### src/die_id_pkg.sv
/*
  Package for the die identifier bank: location word indices, field positions and bus constants.
  Assumes a 32-bit APB register bus with byte addresses.
*/
package die_id_pkg;

  localparam int unsigned ID_BITS   = 96;
  localparam int unsigned ID_BYTES  = 12;
  localparam int unsigned ADDR_W    = 16;
  localparam int unsigned DATA_W    = 32;
  localparam int unsigned IDX_W     = 4;

  // The location offsets are not all multiples of four, so each is a word index and the byte address is four times it.
  localparam logic [ADDR_W-1:0] DIE_X_COORD_LOW_IDX  = 16'h4926;
  localparam logic [ADDR_W-1:0] DIE_X_COORD_HIGH_IDX = 16'h4927;
  localparam logic [ADDR_W-1:0] DIE_Y_COORD_LOW_IDX  = 16'h4928;
  localparam logic [ADDR_W-1:0] DIE_Y_COORD_HIGH_IDX = 16'h4929;
  localparam logic [ADDR_W-1:0] WAFER_NUMBER_IDX     = 16'h492a;
  localparam logic [ADDR_W-1:0] LOT_NUMBER_BYTE0_IDX = 16'h492b;
  localparam logic [ADDR_W-1:0] LOT_NUMBER_BYTE1_IDX = 16'h492c;
  localparam logic [ADDR_W-1:0] LOT_NUMBER_BYTE2_IDX = 16'h492d;
  localparam logic [ADDR_W-1:0] LOT_NUMBER_BYTE3_IDX = 16'h492e;
  localparam logic [ADDR_W-1:0] LOT_NUMBER_BYTE4_IDX = 16'h492f;
  localparam logic [ADDR_W-1:0] LOT_NUMBER_BYTE5_IDX = 16'h4930;
  localparam logic [ADDR_W-1:0] LOT_NUMBER_BYTE6_IDX = 16'h4931;

  // Field positions inside the identifier.
  localparam int unsigned X_COORD_LSB = 0;
  localparam int unsigned Y_COORD_LSB = 16;
  localparam int unsigned WAFER_LSB   = 32;
  localparam int unsigned LOT_LSB     = 40;
  localparam int unsigned LOT_BYTES   = 7;

  // Reset value of the read data output.
  localparam logic [DATA_W-1:0] PRDATA_RESET = 32'h0000_0000;

  typedef enum logic [1:0] {
    BUS_IDLE,
    BUS_ANSWER
  } bus_state_t;

  // Returns the byte slot for an index, or ID_BYTES when the index is outside the bank.
  function automatic logic [IDX_W:0] slot_of(input logic [ADDR_W-1:0] idx);
    logic [ADDR_W-1:0] rel;
    rel = idx - DIE_X_COORD_LOW_IDX;
    if (idx < DIE_X_COORD_LOW_IDX || idx > LOT_NUMBER_BYTE6_IDX) begin
      return 5'(ID_BYTES);
    end else begin
      return rel[IDX_W:0];
    end
  endfunction

endpackage

### src/id_rd_if.sv
/*
  Read port between the bus slave and the identifier store.
  Assumes both ends run on the same clock.
*/
`timescale 1ns/1ps
interface id_rd_if;
  import die_id_pkg::*;
  logic             rd_en;
  logic [IDX_W-1:0] rd_slot;
  logic [7:0]       rd_byte;

  modport requester (output rd_en, output rd_slot, input rd_byte);
  modport store     (input rd_en, input rd_slot, output rd_byte);
endinterface

### src/die_id_store.sv
/*
  Fixed store of the twelve identifier bytes; the read byte comes out of a register.
  Assumes the requester gives a slot below twelve whenever it strobes a read.
*/
`timescale 1ns/1ps
module die_id_store
#(
  parameter logic [95:0] ID_VALUE = 96'h0
) (
  input wire logic pclk,
  input wire logic presetn,
  id_rd_if.store   rd
);
  import die_id_pkg::*;

  logic [7:0] byte_reg;

  // The content is a constant; there is no write path at all.
  always_ff @(posedge pclk or negedge presetn) begin
    if (!presetn) begin
      byte_reg <= 8'h00;
    end else if (rd.rd_en) begin
      byte_reg <= ID_VALUE[{rd.rd_slot, 3'b000} +: 8];
    end
  end

  assign rd.rd_byte = byte_reg;

endmodule

### src/die_identifier_rom.sv
/*
  APB slave that returns a fixed 96-bit die identifier, one byte per word location.
  Assumes an APB master with 32-bit data; the identifier is fixed at build time by a parameter.
*/
// Added by the designer: the APB slave port.
`timescale 1ns/1ps
module die_identifier_rom
#(
  // Per-die value; the default is arbitrary and is replaced when the die is personalised.
  parameter logic [95:0] ID_VALUE = 96'h5a3c_0f96_e187_2d4b_a5c3_1e78
) (
  input  wire logic                         pclk,
  input  wire logic                         presetn,
  input  wire logic                         psel,
  input  wire logic                         penable,
  input  wire logic                         pwrite,
  input  wire logic [die_id_pkg::ADDR_W+1:0] paddr,
  input  wire logic [die_id_pkg::DATA_W-1:0] pwdata,
  input  wire logic [3:0]                   pstrb,
  output logic                              pready,
  output logic [die_id_pkg::DATA_W-1:0]     prdata,
  output logic                              pslverr
);
  import die_id_pkg::*;

  ////////////////////////////////////////////////////////////////////////////////
  // Decode.

  id_rd_if rd_if ();

  bus_state_t        state_reg;
  bus_state_t        state_next;
  logic [ADDR_W-1:0] word_idx;
  logic [IDX_W:0]    slot;
  logic              setup;
  logic              hit;
  logic              write_reg;
  logic              hit_reg;

  // Unaligned low address bits are ignored; the word index selects the location.
  assign word_idx = paddr[ADDR_W+1:2];
  assign hit      = (slot != 5'(ID_BYTES));
  assign setup    = psel && !penable;

  // Each location maps to one byte slot of the identifier; slot ID_BYTES means no location.
  always_comb begin
    slot = 5'(ID_BYTES);
    if (word_idx == DIE_X_COORD_LOW_IDX) begin
      slot = 5'(X_COORD_LSB / 8);
    end else if (word_idx == DIE_X_COORD_HIGH_IDX) begin
      slot = 5'(X_COORD_LSB / 8 + 1);
    end else if (word_idx == DIE_Y_COORD_LOW_IDX) begin
      slot = 5'(Y_COORD_LSB / 8);
    end else if (word_idx == DIE_Y_COORD_HIGH_IDX) begin
      slot = 5'(Y_COORD_LSB / 8 + 1);
    end else if (word_idx == WAFER_NUMBER_IDX) begin
      slot = 5'(WAFER_LSB / 8);
    end else if (word_idx == LOT_NUMBER_BYTE0_IDX) begin
      slot = 5'(LOT_LSB / 8);
    end else if (word_idx == LOT_NUMBER_BYTE1_IDX) begin
      slot = 5'(LOT_LSB / 8 + 1);
    end else if (word_idx == LOT_NUMBER_BYTE2_IDX) begin
      slot = 5'(LOT_LSB / 8 + 2);
    end else if (word_idx == LOT_NUMBER_BYTE3_IDX) begin
      slot = 5'(LOT_LSB / 8 + 3);
    end else if (word_idx == LOT_NUMBER_BYTE4_IDX) begin
      slot = 5'(LOT_LSB / 8 + 4);
    end else if (word_idx == LOT_NUMBER_BYTE5_IDX) begin
      slot = 5'(LOT_LSB / 8 + 5);
    end else if (word_idx == LOT_NUMBER_BYTE6_IDX) begin
      slot = 5'(LOT_LSB / 8 + LOT_BYTES - 1);
    end
  end

  assign rd_if.rd_en   = setup && hit && !pwrite;
  assign rd_if.rd_slot = slot[IDX_W-1:0];

  die_id_store #(
    .ID_VALUE (ID_VALUE)
  ) u_store (
    .pclk    (pclk),
    .presetn (presetn),
    .rd      (rd_if)
  );

  ////////////////////////////////////////////////////////////////////////////////
  // Bus sequencing: every access answers in its first access-phase cycle.

  always_comb begin
    state_next = state_reg;
    case (state_reg)
      BUS_IDLE: begin
        if (setup) begin
          state_next = BUS_ANSWER;
        end
      end
      BUS_ANSWER: begin
        state_next = BUS_IDLE;
      end
      default: begin
        state_next = BUS_IDLE;
      end
    endcase
  end

  always_ff @(posedge pclk or negedge presetn) begin
    if (!presetn) begin
      state_reg <= BUS_IDLE;
    end else begin
      state_reg <= state_next;
    end
  end

  always_ff @(posedge pclk or negedge presetn) begin
    if (!presetn) begin
      write_reg <= 1'b0;
      hit_reg   <= 1'b0;
    end else if (setup) begin
      write_reg <= pwrite;
      hit_reg   <= hit;
    end
  end

  // Ready is registered so that it comes straight from a flip-flop.
  always_ff @(posedge pclk or negedge presetn) begin
    if (!presetn) begin
      pready <= 1'b0;
    end else begin
      pready <= setup;
    end
  end

  // Writes are accepted and dropped, so the bank never raises an error.
  always_ff @(posedge pclk or negedge presetn) begin
    if (!presetn) begin
      pslverr <= 1'b0;
    end else begin
      pslverr <= 1'b0;
    end
  end

  ////////////////////////////////////////////////////////////////////////////////
  // Read data: the byte sits in bits 7:0 and the upper bits read as zero.

  logic rd_pending_reg;

  always_ff @(posedge pclk or negedge presetn) begin
    if (!presetn) begin
      rd_pending_reg <= 1'b0;
    end else begin
      rd_pending_reg <= rd_if.rd_en;
    end
  end

  // The bus data register loads the byte at the setup edge, in step with the store's own
  // register, so prdata stays a flip-flop output; it is cleared in every other cycle.
  logic [DATA_W-1:0] prdata_next;

  always_comb begin
    prdata_next = PRDATA_RESET;
    if (setup && hit && !pwrite) begin
      prdata_next = {24'h000000, ID_VALUE[{slot[IDX_W-1:0], 3'b000} +: 8]};
    end
  end

  always_ff @(posedge pclk or negedge presetn) begin
    if (!presetn) begin
      prdata <= PRDATA_RESET;
    end else begin
      prdata <= prdata_next;
    end
  end
endmodule

### config.mk
export PLATFORM = sky130hd
export DESIGN_NAME = die_identifier_rom
export DESIGN_NICKNAME = d
export VERILOG_FILES = /design/src/die_id_pkg.sv /design/src/id_rd_if.sv /design/src/die_id_store.sv /design/src/die_identifier_rom.sv
export SDC_FILE = /design/constraint.sdc
export NUM_CORES = 1
export LEC_CHECK = 0
export ABC_AREA = 1
export BUFFER_PORTS_ARGS = -buffer_cell sky130_fd_sc_hd__buf_4
export CAP_MARGIN = 5
export CORE_MARGIN = 10
export CORE_UTILIZATION = 39
export DETAILED_ROUTE_END_ITERATION = 12
export PLACE_DENSITY = 0.79
export SYNTH_ARGS = -nofsm -noshare
export SYNTH_HDL_FRONTEND = slang
export SYNTH_HIERARCHICAL = 1
export SYNTH_SLANG_ARGS = --single-unit
### constraint.sdc
create_clock -name pclk -period 0.8 [get_ports pclk]
set_clock_uncertainty 0.2 [all_clocks]
set_input_delay 0.16 -clock pclk [delete_from_list [all_inputs] [get_ports pclk]]
set_output_delay 0.16 -clock pclk [all_outputs]
set_load 0.05 [all_outputs]
==> out/metrics.yaml <==
status: "finished, violations left"
violations: "hold timing, setup timing"
synthAdderAreaFrac_pct: 6.630
io_pins: 93
antenna_cells: 0
fmax_ghz: 0.6292
criticalPathCategory: "input pin to flop"
cp_max_fo: 4
highest_layer: "met4"
synthDistinctLibCells: 25
final_cells: 249
fp-row-count: 19
leakage_nw: 0.9733
die_y_um: 73.89
end_kind: "flop"
cts_hold_buf: 1
path_clk_slew_ns: 0.05
synthMuxAreaShare_pct: 0
wl_met2_um: 1571
die_w_um: 73.89
p_sw_mw: 0.5409
fill_cells: 217
yosysWarnings: 6
avgRoutedWirePerCell_um: 11.65
pwr-share-seq_pct: 34.3
htreeDepth: 1
wl_met1_um: 1133
ys_ff_latch: 9
drtIter0Drc: 22
vias: 1093
synth_compound_area_share_pct: 4.309
p_clk_share_pct: 23.9
cts_max_path_buffers: 2
seq_area_sq_um: 234.0
grt_setup_unrepaired: "yes"
required_ns: 0.73
avgSynthCellArea_sq_um: 6.947
layout-drive-gt1-share_pct: 63.76
area_delta_synth_final_pct: 61.33
grt_pass1_vias: 1093
arrival_ns: 1.51
antenna_found_initial: 0
port_buffers: 29
crit_start: "paddr[14]"
root_buffer: "clkbuf_4"
hold_path.class: "input pin to flop"
dp.cells: 238
first_pass_iters: 4
core_sq_um: 2758
fin_ws_ns: -0.7894
cts_tree: "yes"
p_comb_share_pct: 41.8
drc: 0
internal_power_mw: 0.7983
multi_input_area_sq_um: 913.4
swShare_pct: 40.39
syn_area_sq_um: 1132
critPathLaunchType: "input pin"
synthSimpleGateAreaFrac_pct: 43.31
dpl_worst_slack_ns: -1.090
hp-start: "penable"
fin_crit_sh_pct: 198.7
fin_crit_ns: 1.589
maxCapViolations: 0
nets: 284
totalPowerFinal_mw: 1.339
met3_length_um: 166
power_density_nw_per_um2: 733.1
gp_congestion: 0.8741
gr-total-overflow: 0
dpl.hpwl_um: 2279
irDropWorstVdd_uv: 1129
initial_core_util_pct: 41.06
hold_ws_ns: -0.1360
hold_violations: 1
setup_violations: 17
clock_sinks: 9
grt_usage_pct: 9.970
grt_max_degree: 10
grt_pass1_wl_um: 4609
ys_seq_area_share_pct: 19.89
synth_top_family_by_area: "simple AND/OR/NAND/NOR gates"
die_area_sq_um: 5459
synth-xor-area-share_pct: 0
via_per_inst: 4.390
ant_nets: 0
slew_viol_final: 0
cts_buffers: 3
totalWireLength_um: 2901
syn_inst: 163
[placed cells by master (no fill, tap or decap), types with 2 or more instances in the layout]
| master | Yosys | routed |
|---|---|---|
| buf_4 | 25 | 32 |
| conb_1 | 1 | 25 |
| buf_6 | 0 | 18 |
| nand2_1 | 25 | 16 |
| nor2_4 | 4 | 15 |
| nand2_2 | 9 | 12 |
| nor2_1 | 22 | 12 |
| inv_1 | 21 | 10 |
| nand2_4 | 3 | 9 |
| inv_2 | 6 | 8 |
| nand3_2 | 1 | 7 |
| dfrtp_2 | 0 | 7 |
| nor2_2 | 7 | 6 |
| inv_4 | 0 | 5 |
| ha_1 | 6 | 4 |
| nand3_1 | 9 | 3 |
| clkbuf_4 | 0 | 3 |
| inv_8 | 0 | 2 |
| nand3b_1 | 2 | 2 |
| nor3_2 | 0 | 2 |
| o21ai_2 | 1 | 2 |
| a21oi_2 | 1 | 2 |
| ha_4 | 0 | 2 |
| dfrtp_1 | 9 | 2 |
[timing repair]
| action | CTS | global route |
|---|---|---|
| resized for setup | 32 | 22 |
| setup endpoints to repair | 17 | 17 |
| setup buffers | 5 | 1 |
| hold endpoints to repair | 10 | 1 |
| gates cloned | 0 | 0 |
| pin swaps | 13 | 17 |
[cell type report]
| class | count | area share (%) |
|---|---|---|
| clock buffer | 4 | 1.438 |
| tap | 31 | 2.123 |
| timing repair buffer | 52 | 25.62 |
| multi-input combinational | 126 | 50.00 |
| inverter | 27 | 8.014 |
| sequential | 9 | 12.81 |
[through the flow]
stage	utilization, %	hold WS [ns]	area (sq um)	TNS [ns]
global placement	56.26	-0.2179	1551	-8.956
CTS	62.84	-0.1428	1733	-8.939
floorplan	-	-0.3356	1363	-6.999
global route	66.24	-0.1457	1827	-10.09
detailed placement	56.26	-0.2166	1551	-9.178
finish	66.24	-0.1360	1827	-9.086
[worst paths after layout]
path                        endpoint  cells past startpoint  slack, ns
min in group asynchronous  prdata[1]                      2       0.07
setup / recovery           prdata[7]                     15      -0.79
max in group asynchronous  prdata[0]                      2       0.19
hold / removal                pready                      2      -0.14
[metal layers]
layer	vias to the layer above	track usage [%]
met5	-	0
met4	0	2.484
met3	4	1.750
met2	37	18.37
met1	499	11.38
li1	553	-
[power by group through the flow]
stage,sequential [mW],clock (mW),combinational [mW]
final,0.459,0.321,0.559
after floorplan,0.477,0,0.449
after detailed placement,0.467,0,0.504
after global routing,0.459,0.349,0.591
after global placement,0.467,0,0.501
after CTS,0.459,0.331,0.539
[sequential cells by signal, summed over array words and instances, names as in the netlist]
name    flops
prdata      8
pready      1
[worst max-delay path, stage by stage]
cell and delay [ns]:
buf_6 0.09, inv_4 0.05, nand2_4 0.04, nor2_4 0.13
nand2_4 0.10, nor2_8 0.13, nand2_2 0.08, nand2_2 0.10
nor2_4 0.04, nand3_4 0.10, inv_4 0.06, ha_4 0.16
buf_4 0.13, nor2_4 0.09, nor3_2 0.04
[Yosys cell counts (all sizes together)]
| cell type | count | area share [%] |
|---|---|---|
| ha | 6 | 6.6 |
| nand3b | 2 | 1.3 |
| nand2 | 37 | 16 |
| nor3b | 1 | 1.1 |
| o21ai | 3 | 1.7 |
| nand3 | 11 | 6.4 |
| inv | 27 | 9.0 |
| dfrtp | 9 | 20 |
| nor3 | 3 | 1.3 |
| nor2 | 34 | 17 |
| o21bai | 1 | 0.99 |
| a21oi | 3 | 1.7 |
| conb | 1 | 0.33 |
| buf | 25 | 17 |
[cells by family after synthesis]
kind of cell	after synthesis
and+or+nand+nor	88
buffers and inverters	52
DFF	9
AOI/OAI and AO/OA	7
adders and majority gates	6
other	1
Power figures use the tool's default switching activity.
